<file path="config.mk">
export PLATFORM = sky130hd
export DESIGN_NAME = scdiv_top
export DESIGN_NICKNAME = d
export VERILOG_FILES = /design/src/hdl/scdiv_pkg.sv /design/src/hdl/scdiv_ratio_div.sv /design/src/hdl/scdiv_sync2.sv /design/src/hdl/scdiv_top.sv
export SDC_FILE = /design/constraint.sdc
export NUM_CORES = 1
export LEC_CHECK = 0
export ABC_AREA = 1
export BUFFER_PORTS_ARGS = -buffer_cell sky130_fd_sc_hd__buf_2
export CORE_ASPECT_RATIO = 1.1
export CORE_MARGIN = 1
export CORE_UTILIZATION = 43
export CTS_CLUSTER_SIZE = 16
export DETAILED_ROUTE_END_ITERATION = 10
export MAX_ROUTING_LAYER = met4
export PLACE_DENSITY = 0.74
export SYNTH_ARGS = -nofsm -noshare
export SYNTH_HDL_FRONTEND = slang
export SYNTH_SLANG_ARGS = --single-unit
</file>
<file path="constraint.sdc">
create_clock -name pclk -period 1.3 [get_ports pclk]
set_input_delay 0.13 -clock pclk [delete_from_list [all_inputs] [get_ports pclk]]
set_output_delay 0.13 -clock pclk [all_outputs]
set_load 0.01 [all_outputs]
</file>
<file path="src/hdl/scdiv_pkg.sv">
/*
  Package for the system clock divider block: register offsets, field
  positions, reset codes, boot decode table, state codes and carriers.
  Assumes it is compiled before every other file of the block.
*/
package scdiv_pkg;

  // ----------------------------------------------------------------
  // register map (byte addresses)
  // ----------------------------------------------------------------
  localparam logic [15:0] CTRL_OFFSET = 16'h1044;
  localparam logic [15:0] STAT_OFFSET = 16'h1100;

  // ----------------------------------------------------------------
  // control register fields
  // ----------------------------------------------------------------
  localparam int CORE_MSB = 31;
  localparam int CORE_LSB = 28;
  localparam int BUS_MSB = 18;
  localparam int BUS_LSB = 16;
  localparam int CORE_W = 4;
  localparam int BUS_W = 3;
  localparam int CORE_LANE = 3;
  localparam int BUS_LANE = 2;

  // reset codes: core divide-by-1 until the boot load, bus divide-by-2
  localparam logic [3:0] CORE_RESET = 4'h0;
  localparam logic [2:0] BUS_RESET = 3'h1;

  // boot option bits -> core divide code (index is the two-bit option)
  localparam logic [3:0] BOOT_CODE_0 = 4'h7;
  localparam logic [3:0] BOOT_CODE_1 = 4'h3;
  localparam logic [3:0] BOOT_CODE_2 = 4'h1;
  localparam logic [3:0] BOOT_CODE_3 = 4'h0;

  // ----------------------------------------------------------------
  // status register fields
  // ----------------------------------------------------------------
  localparam int STAT_LOW_RUN_BIT = 0;
  localparam int STAT_READY_BIT = 1;
  localparam int STAT_CORE_LSB = 4;
  localparam int STAT_BUS_LSB = 8;

  // ----------------------------------------------------------------
  // types
  // ----------------------------------------------------------------
  typedef struct packed {
    logic [3:0] core;
    logic [2:0] bus;
  } scdiv_ratio_s;

  typedef enum logic [4:0] {
    BOOT_WAIT0  = 5'b0_0001,
    BOOT_WAIT1  = 5'b0_0010,
    BOOT_LOAD   = 5'b0_0100,
    BOOT_SETTLE = 5'b0_1000,
    BOOT_RUN    = 5'b1_0000
  } scdiv_boot_e;

endpackage

</file>
<file path="src/hdl/scdiv_ratio_div.sv">
/*
  Ratio divider producing a one-cycle enable pulse every (code+1)
  input ticks. Assumes tick_in is a one-cycle enable on clk.
*/
`timescale 1ns/1ps
`default_nettype none
module scdiv_ratio_div #(
  parameter int W = 4,
  parameter logic [W-1:0] RESET_CODE = '0
) (
  input wire logic clk,
  input wire logic rst_n,
  input wire logic tick_in,
  input wire logic [W-1:0] ratio_code,
  output logic tick_out,
  output logic [W-1:0] active_code
);

  logic [W-1:0] cnt_reg;
  logic [W-1:0] cnt_next;
  logic [W-1:0] act_reg;
  logic [W-1:0] act_next;
  logic wrap;

  assign wrap = tick_in && (cnt_reg == act_reg);

  // new code taken only at a period end, so no period is ever cut short
  always_comb begin
    cnt_next = cnt_reg;
    act_next = act_reg;
    if (wrap) begin
      cnt_next = '0;
      act_next = ratio_code;
    end else if (tick_in) begin
      cnt_next = cnt_reg + W'(1);
    end
  end

  always_ff @(posedge clk or negedge rst_n) begin
    if (!rst_n) begin
      cnt_reg <= '0;
      act_reg <= RESET_CODE;
    end else begin
      cnt_reg <= cnt_next;
      act_reg <= act_next;
    end
  end

  assign tick_out = wrap;
  assign active_code = act_reg;

endmodule
`default_nettype wire

</file>
<file path="src/hdl/scdiv_sync2.sv">
/*
  Two-flop synchroniser for level inputs arriving from outside pclk.
  Assumes the inputs are quasi-static levels; multi-bit values must be
  stable for several cycles around the point at which they are used.
*/
`timescale 1ns/1ps
`default_nettype none
module scdiv_sync2 #(
  parameter int W = 1
) (
  input wire logic clk,
  input wire logic rst_n,
  input wire logic [W-1:0] d,
  output logic [W-1:0] q
);

  logic [W-1:0] meta_reg;
  logic [W-1:0] q_reg;

  // first stage feeds only the second stage
  always_ff @(posedge clk or negedge rst_n) begin
    if (!rst_n) begin
      meta_reg <= '0;
      q_reg <= '0;
    end else begin
      meta_reg <= d;
      q_reg <= meta_reg;
    end
  end

  assign q = q_reg;

endmodule
`default_nettype wire

</file>
<file path="src/hdl/scdiv_top.sv">
/*
  System clock divider control: APB slave holding the divider control
  register and a status register, boot-option load after reset, the
  very low power run write lock, and two chained ratio dividers that
  give core and bus/flash clock enables.
  Assumes an APB master on pclk, and that the mode pin and boot option
  bits are levels from outside pclk, held steady around reset release.
*/
// The implementer's own choice: the APB register port.
`timescale 1ns/1ps
`default_nettype none
// Overview of operation
// - writes to the divider register are dropped in very low power run mode.
// - bits 31:28 set the core clock ratio; bus clock derives from it.
// - core ratio equals field value plus one, range one to sixteen.
// - after reset the core field loads from the two boot option bits.
// - bits 18:16 further divide the bus and flash clock.
// - bus ratio equals field value plus one, range one to eight.
// - after reset the bus field holds the divide-by-two code.
module scdiv_top #(
  parameter int ADDR_W = 16
) (
  input wire logic pclk,
  input wire logic presetn,
  input wire logic psel,
  input wire logic penable,
  input wire logic pwrite,
  input wire logic [ADDR_W-1:0] paddr,
  input wire logic [31:0] pwdata,
  input wire logic [3:0] pstrb,
  output logic [31:0] prdata,
  output logic pready,
  output logic pslverr,
  input wire logic very_low_power_run_mode,
  input wire logic [1:0] boot_divide_option_bits,
  output logic core_clk_en,
  output logic bus_flash_clk_en
);

  // ----------------------------------------------------------------
  // input synchronisers
  // ----------------------------------------------------------------
  logic low_run_s;
  logic [1:0] boot_s;

  scdiv_sync2 #(.W(3)) u_sync (
    .clk(pclk),
    .rst_n(presetn),
    .d({very_low_power_run_mode, boot_divide_option_bits}),
    .q({low_run_s, boot_s})
  );

  // ----------------------------------------------------------------
  // boot sequencer
  // ----------------------------------------------------------------
  scdiv_pkg::scdiv_boot_e boot_reg;
  scdiv_pkg::scdiv_boot_e boot_next;
  logic [3:0] boot_code;

  // decode of the synchronised option bits
  always_comb begin
    unique case (boot_s)
      2'b00: boot_code = scdiv_pkg::BOOT_CODE_0;
      2'b01: boot_code = scdiv_pkg::BOOT_CODE_1;
      2'b10: boot_code = scdiv_pkg::BOOT_CODE_2;
      2'b11: boot_code = scdiv_pkg::BOOT_CODE_3;
    endcase
  end

  // two waits let the synchroniser fill before the option is caught
  always_comb begin
    boot_next = boot_reg;
    unique case (boot_reg)
      scdiv_pkg::BOOT_WAIT0: boot_next = scdiv_pkg::BOOT_WAIT1;
      scdiv_pkg::BOOT_WAIT1: boot_next = scdiv_pkg::BOOT_LOAD;
      scdiv_pkg::BOOT_LOAD: boot_next = scdiv_pkg::BOOT_SETTLE;
      scdiv_pkg::BOOT_SETTLE: boot_next = scdiv_pkg::BOOT_RUN;
      scdiv_pkg::BOOT_RUN: boot_next = scdiv_pkg::BOOT_RUN;
      default: boot_next = scdiv_pkg::BOOT_WAIT0;
    endcase
  end

  always_ff @(posedge pclk or negedge presetn) begin
    if (!presetn) begin
      boot_reg <= scdiv_pkg::BOOT_WAIT0;
    end else begin
      boot_reg <= boot_next;
    end
  end

  // ----------------------------------------------------------------
  // apb decode
  // ----------------------------------------------------------------
  logic ctrl_hit;
  logic stat_hit;
  logic run;
  logic access;
  logic wr_ctrl;

  assign ctrl_hit = (paddr == ADDR_W'(scdiv_pkg::CTRL_OFFSET));
  assign stat_hit = (paddr == ADDR_W'(scdiv_pkg::STAT_OFFSET));
  assign run = (boot_reg == scdiv_pkg::BOOT_RUN);
  // bus is held off until the boot load has settled
  assign pready = run;
  assign access = psel && penable && run;
  assign pslverr = access && (!(ctrl_hit || stat_hit) || (pwrite && stat_hit));
  assign wr_ctrl = access && pwrite && ctrl_hit && !low_run_s;

  // ----------------------------------------------------------------
  // control register
  // ----------------------------------------------------------------
  scdiv_pkg::scdiv_ratio_s ctrl_reg;
  scdiv_pkg::scdiv_ratio_s ctrl_next;

  // only the two ratio fields are stored; other bits are not kept
  always_comb begin
    ctrl_next = ctrl_reg;
    if (boot_reg == scdiv_pkg::BOOT_LOAD) begin
      ctrl_next.core = boot_code;
      ctrl_next.bus = scdiv_pkg::BUS_RESET;
    end else if (wr_ctrl) begin
      if (pstrb[scdiv_pkg::CORE_LANE]) begin
        ctrl_next.core = pwdata[scdiv_pkg::CORE_MSB:scdiv_pkg::CORE_LSB];
      end
      if (pstrb[scdiv_pkg::BUS_LANE]) begin
        ctrl_next.bus = pwdata[scdiv_pkg::BUS_MSB:scdiv_pkg::BUS_LSB];
      end
    end
  end

  always_ff @(posedge pclk or negedge presetn) begin
    if (!presetn) begin
      ctrl_reg.core <= scdiv_pkg::CORE_RESET;
      ctrl_reg.bus <= scdiv_pkg::BUS_RESET;
    end else begin
      ctrl_reg <= ctrl_next;
    end
  end

  // ----------------------------------------------------------------
  // dividers
  // ----------------------------------------------------------------
  logic [3:0] core_active;
  logic [2:0] bus_active;

  // core divider runs on every pclk edge
  scdiv_ratio_div #(.W(scdiv_pkg::CORE_W), .RESET_CODE(scdiv_pkg::CORE_RESET)) u_core (
    .clk(pclk),
    .rst_n(presetn),
    .tick_in(1'b1),
    .ratio_code(ctrl_reg.core),
    .tick_out(core_clk_en),
    .active_code(core_active)
  );

  // bus divider counts core enables, so its ratio stacks on the core one
  scdiv_ratio_div #(.W(scdiv_pkg::BUS_W), .RESET_CODE(scdiv_pkg::BUS_RESET)) u_bus (
    .clk(pclk),
    .rst_n(presetn),
    .tick_in(core_clk_en),
    .ratio_code(ctrl_reg.bus),
    .tick_out(bus_flash_clk_en),
    .active_code(bus_active)
  );

  // ----------------------------------------------------------------
  // read data
  // ----------------------------------------------------------------
  logic [31:0] rd_mux;
  logic [31:0] prdata_reg;
  logic [31:0] prdata_next;

  // reserved bits fall out as zero from the zero-filled word
  always_comb begin
    rd_mux = 32'h0000_0000;
    if (ctrl_hit) begin
      rd_mux[scdiv_pkg::CORE_MSB:scdiv_pkg::CORE_LSB] = ctrl_reg.core;
      rd_mux[scdiv_pkg::BUS_MSB:scdiv_pkg::BUS_LSB] = ctrl_reg.bus;
    end else if (stat_hit) begin
      rd_mux[scdiv_pkg::STAT_LOW_RUN_BIT] = low_run_s;
      rd_mux[scdiv_pkg::STAT_READY_BIT] = run;
      rd_mux[scdiv_pkg::STAT_CORE_LSB +: scdiv_pkg::CORE_W] = core_active;
      rd_mux[scdiv_pkg::STAT_BUS_LSB +: scdiv_pkg::BUS_W] = bus_active;
    end
  end

  // refreshed every selected read cycle, so the access phase sees it
  always_comb begin
    prdata_next = prdata_reg;
    if (psel && !pwrite) begin
      prdata_next = rd_mux;
    end
  end

  always_ff @(posedge pclk or negedge presetn) begin
    if (!presetn) begin
      prdata_reg <= 32'h0000_0000;
    end else begin
      prdata_reg <= prdata_next;
    end
  end

  assign prdata = prdata_reg;

  // ----------------------------------------------------------------
  // assertion helpers
  // ----------------------------------------------------------------
  logic [3:0] core_gap_reg;
  logic [2:0] bus_gap_reg;
  logic core_seen_reg;
  logic bus_seen_reg;
  logic [3:0] core_gap_next;
  logic [2:0] bus_gap_next;
  logic core_seen_next;
  logic bus_seen_next;

  // distance since the previous enable, in pclk or core enables
  always_comb begin
    core_gap_next = core_clk_en ? 4'h0 : core_gap_reg + 4'h1;
    bus_gap_next = bus_gap_reg;
    core_seen_next = core_seen_reg | core_clk_en;
    bus_seen_next = bus_seen_reg | bus_flash_clk_en;
    if (bus_flash_clk_en) begin
      bus_gap_next = 3'h0;
    end else if (core_clk_en) begin
      bus_gap_next = bus_gap_reg + 3'h1;
    end
  end

  // seen flags keep the first, partial period out of the checks
  always_ff @(posedge pclk or negedge presetn) begin
    if (!presetn) begin
      core_gap_reg <= 4'h0;
      bus_gap_reg <= 3'h0;
      core_seen_reg <= 1'b0;
      bus_seen_reg <= 1'b0;
    end else begin
      core_gap_reg <= core_gap_next;
      bus_gap_reg <= bus_gap_next;
      core_seen_reg <= core_seen_next;
      bus_seen_reg <= bus_seen_next;
    end
  end
endmodule
`default_nettype wire

</file>
==> metrics, run 1 <==
worst vdd ir ~0.9 mV; synthesized area around 2300 um2; min setup slack post-route -290 ps; CTS sink cnt 48; Synth Warn # 0; violated checks DRC, setup timing; First-pass DRT Iterations 7; Port Buffers 52; Num CTS Buffers 5; design area 3090 um2; Post-Route Setup TNS -3030 ps; leading area contributor after synthesis dfrtp_1; Worst Path Max Fanout 4; layout cells sized above 1 between 30 and 40%; final slew viol count 0; final worst path period need between 1500 and 2000 ps; worst-case clock buffer depth 2; fin crit share 122%; post-synth top area share between 40% and 50%; Primary FF master, synth dfrtp_1; max-cap violations 0; status finished with violations; Final Core Density between 60% and 70%; detailed router's first-iteration violation count approximately 120; P&R area growth vs syn 36.3%; first-pass GRT wire length 8050 um; Yosys reg bits 48; GRT met2 Usage between 30% and 40%; Leak Pwr between 0.0015 and 0.002 uW; placed instance count 387; CP Data Arrival Time roughly 1500 ps; Fmax 0.629 GHz; WL per Instance about 12 um; num rows 27; reg-to-reg slack, setup -190 ps; DR DRC count 5; post-synthesis cell count 260; fin cells 409; vias per cell about 4.7; io pins 96; die height roughly 80 um; Hold Path Class in2reg; async set or reset register ratio after synthesis 100%; drt total wl about 4800 um; skew final 9.04 ps; gpl congestion about 0.76; Detail Route Antenna Nets 0; Clock Pin Slew Worst Setup and Hold Paths roughly 80 ps; starting density of the core between 40% and 50%; post-DP HPWL around 3300 um; RSZ-0062 raised after global routing yes; M3 GR Usage 4.11%; Pwr per Cell Area approximately 1400 nW/um2; sequential area share after synthesis a little over half; ant diodes 0; number of flops mapped to enable cells by yosys 0; Clock Latency Late Sink approximately 290 ps; NumNets Final 412; kind of critical path reg2out; CTS tree done; Worst Path Required 1170 ps; Hold Fails Final Rpt 0; max reg flops 16; Vias ~1.9k; CP startpoint kind register; Synth Area per Inst ~8.7 um2; vias in the first global route a little under 2k; CP max stage delay ~420 ps; GRT Max-Usage Layer met2; CTS H-Tree Depth 2; gr usage total roughly a fifth; Synth area leaders dfrtp_1, nand2_1, buf_4; remaining global-route overflow 0; die width 71.3 um; largest net degree at the start of global routing 49; initial antenna violation count 0; met1 Use GR 20.3%; Root Buffer clkbuf_8; endpoints failing setup 21; worst path cell trace xor2_1 > nor2_1 > nand2_2 > nor2_4 > buf_6; CP max stage cell dfrtp_1; endpoint class of the critical path output pin; Core Footprint approximately 5000 um2; synth unique cells 28; die area between 5000 and 6000 um2; Cell Area, Placed 2710 um2
## metal layers
layer  up-vias  routed length [um]
met3        10                 146
met4         0                  81
met2        42                2530
met5         -                   0
li1        953                   -
met1       904                2020
## through the flow
step                total power (uW)  setup WS (ps)  hold WS, ps
global placement                2930          -67.4          130
global route                    4610           -348         74.0
finish                          4340           -290         65.2
floorplan                       2480           3.39         -166
detailed placement              2970           -112          134
CTS                             4050           -256         59.4
## path summary, 6_finish.rpt
kind,start,to,depth (start not counted)
setup / recovery,u_core.active_code[0]$_DFFE_PN0N_,bus_flash_clk_en,5
hold / removal,pwdata[17],ctrl_reg[1]$_DFFE_PN0P_,3
setup reg to reg,boot_reg[3]$_DFF_PN0_,ctrl_reg[2]$_DFFE_PN0P_,7
hold reg to reg,u_sync.meta_reg[0]$_DFF_PN0_,u_sync.q[0]$_DFF_PN0_,0
max in group asynchronous,presetn,boot_reg[0]$_DFF_PN1_,3
min in group asynchronous,presetn,u_core.cnt_reg[2]$_DFF_PN0_,3
## cells in the final DEF, fill, tap and decap left out, types with 2 or more instances in the layout
| cell | synthesis | final |
|---|---|---|
| nand2_4 | 0 | 4 |
| buf_4 | 16 | 23 |
| nand2_1 | 67 | 57 |
| nor2_4 | 1 | 3 |
| clkbuf_8 | 0 | 5 |
| conb_1 | 1 | 16 |
| buf_12 | 0 | 2 |
| clkbuf_1 | 3 | 2 |
| inv_2 | 0 | 3 |
| xnor2_1 | 2 | 2 |
| buf_2 | 1 | 49 |
| nand2_2 | 0 | 6 |
| dfrtp_1 | 45 | 45 |
| nand3_2 | 3 | 6 |
| o31ai_1 | 7 | 7 |
| buf_6 | 1 | 10 |
| nand3_1 | 14 | 10 |
| nor2_2 | 2 | 3 |
| o21ai_0 | 19 | 9 |
| inv_1 | 30 | 26 |
| ha_1 | 2 | 2 |
| dfstp_2 | 3 | 3 |
| xor2_1 | 8 | 8 |
| nor2_1 | 25 | 22 |
| o21ai_4 | 0 | 2 |
| dlygate4sd3_1 | 0 | 4 |
| o21ai_1 | 1 | 8 |
## Yosys cell counts (2+ instances only)
library cell / n
dfstp_2: 3
inv_1: 30
dfrtp_1: 45
nand3_2: 3
nor2_2: 2
clkbuf_1: 3
nand3_1: 14
buf_4: 16
nor2_1: 25
o21ai_0: 19
o31ai_1: 7
nand2_1: 67
xor2_1: 8
ha_1: 2
xnor2_1: 2
clkinv_1: 2
## cell type report
cell class,instances,area (um2)
clock inverter,1,5.00
sequential,48,1200
timing repair buffer,89,626
inverter,32,133
multi-input combinational,174,975
clock buffer,7,76.3
tap,58,72.6
fill,416,1940
## critical path, delay by kind of cell (launching register included)
kind / cells / cell delay [ps]
xor gates and xnor gates: 1 / 190
buffers and inverters: 1 / 120
DFF: 1 / 420
and+or+nand+nor: 3 / 440
## power by group
| group | leakage (uW) | switching (uW) | internal, uW |
|---|---|---|---|
| Combinational | 0.000999 | 856 | 841 |
| Clock | 0.0000422 | 455 | 378 |
| Sequential | 0.000620 | 127 | 1680 |
## repair_timing
action / in CTS / in global routing
endpoints found under the hold margin: 48 / 0
setup buffers: 9 / 1
endpoints found under the setup margin: 20 / 24
hold buffers: 4 / 0
pin swaps: 12 / 11
resized for setup: 29 / 31
## kinds of logic after synthesis
group                    synth area share [%]
AND/OR/NAND/NOR                          22.9
buffers and inverters                    11.8
flip-flops                               53.1
AO/OA/AOI/OAI                            7.06
XOR/XNOR                                 3.86
adder cells (fa/ha/maj)                  1.10
other                                   0.165
Power figures use the tool's default switching activity.
==> inputs of run 2 (changes only) <==
- BUFFER_PORTS_ARGS: -buffer_cell sky130_fd_sc_hd__buf_2 -> unset
- CORE_UTILIZATION: 43 -> 56
- DONT_BUFFER_PORTS: unset -> 1
- PLACE_DENSITY: 0.74 -> 0.72
==> metrics, run 2 (synthesized netlist as in run 1, its figures left out) <==
CTS tree done; RSZ-0062 raised after global routing yes; drt total wl 4390 um (-8.2%); post-DP HPWL 3090 um (-4.9%); gr usage total 22.5% (+3.6 points); initial antenna violation count 0 (unchanged); Pwr per Cell Area 1430 nW/um2 (+2.3%); hold wc startpoint pwdata[29]; num rows 23 (-15%); First-pass DRT Iterations 4 (-3); origin of the worst setup path u_core.cnt_reg[2]$_DFF_PN0_; Clock Latency Late Sink 290 ps (about the same); Worst R2R Path Depth 8 (+1); NumNets Final 366 (-11%); Power, Total 3990 uW (-7.9%); status finished with violations; skew final 7.44 ps (-1.61 ps); Clock Pin Slew Worst Setup and Hold Paths 80 ps (about the same); worst r2r src boot_reg[1]$_DFF_PN0_; vias per cell 4.80 (+2.8%); final slew viol count 0 (unchanged); die height 68.8 um (-12%); Hold Fails Final Rpt 0 (unchanged); Met3 Wirelength 266 um (+82%); detailed router's first-iteration violation count 100 (-14%); Num CTS Buffers 5 (unchanged); multi-input logic area 915 um2 (-6.2%); die width 62.7 um (-12%); Root Buffer clkbuf_8; Vias 1704 (-11%); hold endpoint ctrl_reg[4]$_DFFE_PN0P_; Fmax 0.654 GHz (+4.0%); fin cells 355 (-13%); most frequent cells in the layout nand2_1, dfrtp_1, buf_4; dpl ws -65.2 ps (+47.1 ps); Port Buffers 0 (-100%); starting density of the core 60.2% (+15 points); CP Data Arrival Time 1400 ps (-60 ps); commonest non-fill, non-tap cell in the layout nand2_1; P&R area growth vs syn 22.7%; worst-case clock buffer depth 2 (unchanged); reg-to-reg slack, setup -220 ps (-30 ps); first-pass GRT wire length 7030 um (-13%); Worst Path Required 1170 ps (about the same); gpl congestion 0.811 (+6.6%); layout cells sized above 1 23.0% (-14 points); endpoint class of the critical path output pin; remaining global-route overflow 0 (unchanged); Post-Route Setup TNS -2390 ps (+640 ps); Worst R2R End ctrl_reg[6]$_DFFE_PN0P_; fillers 289 (-31%); max reg flops 16 (unchanged); CTS sink cnt 48 (unchanged); WL per Instance 12.4 um (+5.8%); worst vdd ir 0.761 mV (-16%); DR DRC count 0 (-5); Worst Path Max Fanout 4 (unchanged); final worst path period need 1530 ps (-60.6 ps); die area 4310 um2 (-23%); Hold Path Class in2reg; io pins 96 (unchanged); max-cap violations 0 (unchanged); CTS H-Tree Depth 2 (unchanged); endpoints failing setup 13 (-38%); max layer used met4; placed instance count 331 (-14%); WL met1 1830 um (-9.3%); Leak Pwr 0.00143 uW (-14%); hold depth 4 (+1); WL met2 2240 um (-12%); vias in the first global route 1604 (-17%); register area 1200 um2 (unchanged); CP startpoint kind register; min setup slack post-route -230 ps (+60.6 ps); kind of critical path reg2out; Detail Route Antenna Nets 0 (unchanged); violated checks setup timing; ant diodes 0 (unchanged); fin crit share 118% (-4.7 points); largest net degree at the start of global routing 49 (unchanged); Core Footprint 3770 um2 (-25%)
run 2: final cells by class:
cell class / instances / share of cell area (%)
tap: 50 / 2.25
multi-input combinational: 174 / 32.9
timing repair buffer: 43 / 13.8
inverter: 32 / 4.54
sequential: 48 / 43.3
clock buffer: 8 / 3.24
run 2: how the worst max path moves through the flow:
stage	slack (ps)	end	depth (start not counted)
CTS	-200	pslverr	6
floorplan	3	u_bus.active_code[2]$_DFFE_PN0P_	7
global placement	-20	ctrl_reg[5]$_DFFE_PN0P_	6
global route	-320	ctrl_reg[1]$_DFFE_PN0P_	8
detailed placement	-70	ctrl_reg[5]$_DFFE_PN0P_	6
finish	-230	bus_flash_clk_en	5
run 2: critical path, cell delays in order (launching register included):
cell and delay (ps):
dfrtp_1 400, xor2_1 160, nor2_1 140, nand2_2 110, nor2_2 150, buf_4 130
run 2: stage by stage:
| stage | utilization, % | area, um2 | hold slack, ps |
|---|---|---|---|
| 2_1_floorplan | - | 2330 | -166 |
| 3_3_place_gp | 64.9 | 2440 | -165 |
| 3_5_place_dp | 64.9 | 2440 | -165 |
| 4_1_cts | 72.2 | 2720 | 49.4 |
| 5_1_grt | 73.8 | 2780 | 87.4 |
| 6_report | 73.8 | 2780 | 70.8 |
run 2: repair_timing:
| item | in CTS | in global routing |
|---|---|---|
| resized for setup | 14 | 20 |
| hold buffers | 10 | 0 |
| hold endpoints to repair | 55 | 0 |
| setup endpoints to repair | 12 | 18 |
| setup buffers | 5 | 4 |
| pin swaps | 9 | 11 |
run 2: where the power goes:
part | total [uW] | internal (uW) | switching [uW] | leakage [uW]
combinational | 1310 | 654 | 659 | 0.000768
clock | 882 | 434 | 448 | 0.0000455
sequential | 1800 | 1680 | 119 | 0.000620
run 2: layer usage:
metal	up-vias	track usage (%)
met5	-	-
met3	7	5.92
li1	867	-
met4	0	6.98
met2	53	42.3
met1	777	23.5
==> inputs of run 3 (changes only) <==
- CORE_UTILIZATION: 56 -> 57
- CTS_CLUSTER_DIAMETER: unset -> 30
- PLACE_DENSITY: 0.72 -> 0.73
- SYNTH_HIERARCHICAL: unset -> 1
==> metrics, run 3 <==
die width 65.4 um (+4.4%); Pwr per Cell Area 1320 nW/um2 (-8.1%); endpoint class of the critical path output pin; Core Footprint 4290 um2 (+14%); Post-Route Setup TNS -2260 ps (+134 ps); largest net degree at the start of global routing 49 (unchanged); Port Buffers 0 (unchanged); worst r2r src u_core/active_code[3]$_DFFE_PN0P_; gr usage total 26.7% (+4.1 points); gpl congestion 0.742 (-8.5%); Hold Fails Final Rpt 0 (unchanged); kind of critical path reg2out; CP max stage cell dfrtp_1; starting density of the core 58.9% (-1.3 points); drt total wl 5600 um (+28%); RSZ-0062 raised after global routing yes; max-cap violations 0 (unchanged); synthesized area 2520 um2 (+11%); Clock Pin Slew Worst Setup and Hold Paths 90 ps (about the same); Detail Route Antenna Nets 0 (unchanged); synth unique cells 31 (+11%); post-synth top area share 44.6% (-5.0 points); CP startpoint kind register; worst-case clock buffer depth 2 (unchanged); cell with the most instances after synthesis nand2_1; skew final 13.5 ps (+6.11 ps); most common library cells after synthesis nand2_1, dfrtp_1, nor2_1; worst path cell trace nor2_2 > nand2_2 > nor2_4 > buf_6 > inv_2 > nor2_2 > and3_4; Power, Total 4210 uW (+5.4%); reg-to-reg slack, setup -150 ps (+70 ps); detailed router's first-iteration violation count 90 (-10%); die area 4700 um2 (+9.0%); DR DRC count 0 (unchanged); first-pass GRT wire length 9200 um (+31%); async set or reset register ratio after synthesis 100% (unchanged); hold endpoint ctrl_reg[3]$_DFFE_PN0P_; endpoints failing setup 17 (+4); layout cells sized above 1 28.6% (+5.6 points); Num CTS Buffers 5 (unchanged); post-synthesis cell count 314 (+21%); design area 3190 um2 (+15%); num rows 25 (+8.7%); First-pass DRT Iterations 4 (unchanged); post-DP HPWL 3660 um (+18%); Cell Area, Placed 2710 um2 (+11%); CTS H-Tree Depth 2 (unchanged); CP dominant cell by count nor2_2; Fmax 0.622 GHz (-4.9%); NumNets Final 432 (+18%); Primary FF master, synth dfrtp_1; min setup slack post-route -309 ps (-79.1 ps); vias per cell 5.01 (+4.5%); max reg flops 16 (unchanged); Yosys reg bits 48 (unchanged); io pins 96 (unchanged); final worst path period need 1610 ps (+79.1 ps); hold depth 3 (-1); commonest non-fill, non-tap cell in the layout nand2_1; worst vdd ir 0.784 mV (+3.0%); Worst R2R End u_bus/active_code[2]$_DFFE_PN0P_; Vias 2131 (+25%); Worst Path Required 1170 ps (about the same); vias in the first global route 2156 (+34%); remaining global-route overflow 0 (unchanged); Synth Area per Inst 8.03 um2 (-7.9%); CTS tree done; die height 71.8 um (+4.4%); CP max stage delay 400 ps (about the same); Clock Latency Late Sink 300 ps (about the same); CTS sink cnt 48 (unchanged); P&R area growth vs syn 26.5%; sequential area share after synthesis 47.8% (-5.3 points); Hold Path Class in2reg; CP Data Arrival Time 1480 ps (+80 ps); status finished with violations; fin crit share 124% (+6.1 points); ant diodes 0 (unchanged); dpl ws -103 ps (-38.0 ps); hold wc startpoint pstrb[3]; Root Buffer clkbuf_8; Worst R2R Path Depth 12 (+4); leading area contributor after synthesis dfrtp_1; Worst Path Max Fanout 2 (-2); origin of the worst setup path boot_reg[3]$_DFF_PN0_; WL per Instance 13.2 um (+6.7%); most frequent cells in the layout nand2_1, dfrtp_1, buf_4; Synth Warn # 6 (+6); violated checks setup timing; Leak Pwr 0.00167 uW (+17%); number of flops mapped to enable cells by yosys 0 (unchanged); initial antenna violation count 0 (unchanged); Synth area leaders dfrtp_1, nand2_1, nand3_1; final slew viol count 0 (unchanged)
run 3: cell count changes in the layout (fill, tap and decap cells not counted), sizes merged, moves of 5 or more:
cell and delta:
nand2 +46, nand3 +11, o21ai -11, nor2 +10, nand4 +8, o31ai -7
buf +6, xor2 -5
run 3: worst max path at each step:
stage / endpoint / slack [ps] / cells past startpoint
6_report: pslverr / -310 / 7
5_1_grt: pslverr / -400 / 7
4_1_cts: bus_flash_clk_en / -320 / 10
3_5_place_dp: ctrl_reg[1]$_DFFE_PN0P_ / -100 / 8
3_3_place_gp: u_bus/active_code[1]$_DFFE_PN0P_ / -30 / 11
2_1_floorplan: u_bus/active_code[1]$_DFFE_PN0P_ / -90 / 11
run 3: area by class of cell:
class,instances,area [um2]
multi-input combinational,232,1240
tap,54,67.6
sequential,48,1200
fill,307,1090
clock buffer,8,100
inverter,33,129
timing repair buffer,50,447
run 3: worst max-delay path, delay by kind of cell, from the launching register on:
family                 cells  cell delay, ps
and+or+nand+nor            5             620
DFF                        1             400
buffers and inverters      2             150
run 3: repair_timing:
item,in CTS,in global routing
hold buffers,11,0
gates resized for setup,21,15
pin swaps,14,16
hold endpoints to repair,55,0
setup endpoints to repair,17,21
setup buffers,17,4
run 3: power by group:
part | total, uW | internal (uW) | switching, uW | leakage, uW
registers | 1810 | 1670 | 142 | 0.000617
clock network | 968 | 486 | 482 | 0.0000515
logic | 1430 | 656 | 778 | 0.00100
run 3: cell families after synthesis:
| kind of cell | synth area share, % |
|---|---|
| xor gates and xnor gates | 1.04 |
| AOI/OAI and AO/OA | 2.03 |
| and+or+nand+nor | 37.7 |
| other | 0.298 |
| buffers and inverters | 10.2 |
| DFF | 47.8 |
| adders and majority gates | 0.992 |
run 3: stage by stage:
stage | std cells | util (%) | hold slack, ps
after detailed placement | 389 | 63.2 | -165
after floorplan | 332 | - | -166
after global placement | 389 | 63.2 | -164
after global routing | 425 | 74.5 | 33.1
final | 425 | 74.5 | 23.6
after CTS | 424 | 73.0 | 3.57
run 3: layer usage:
metal	track usage (%)	wire, um	vias up
met2	46.2	3040	64
met4	9.42	68	0
met1	29.8	2180	1000
met5	-	0	-
li1	-	-	1060
met3	6.05	315	7
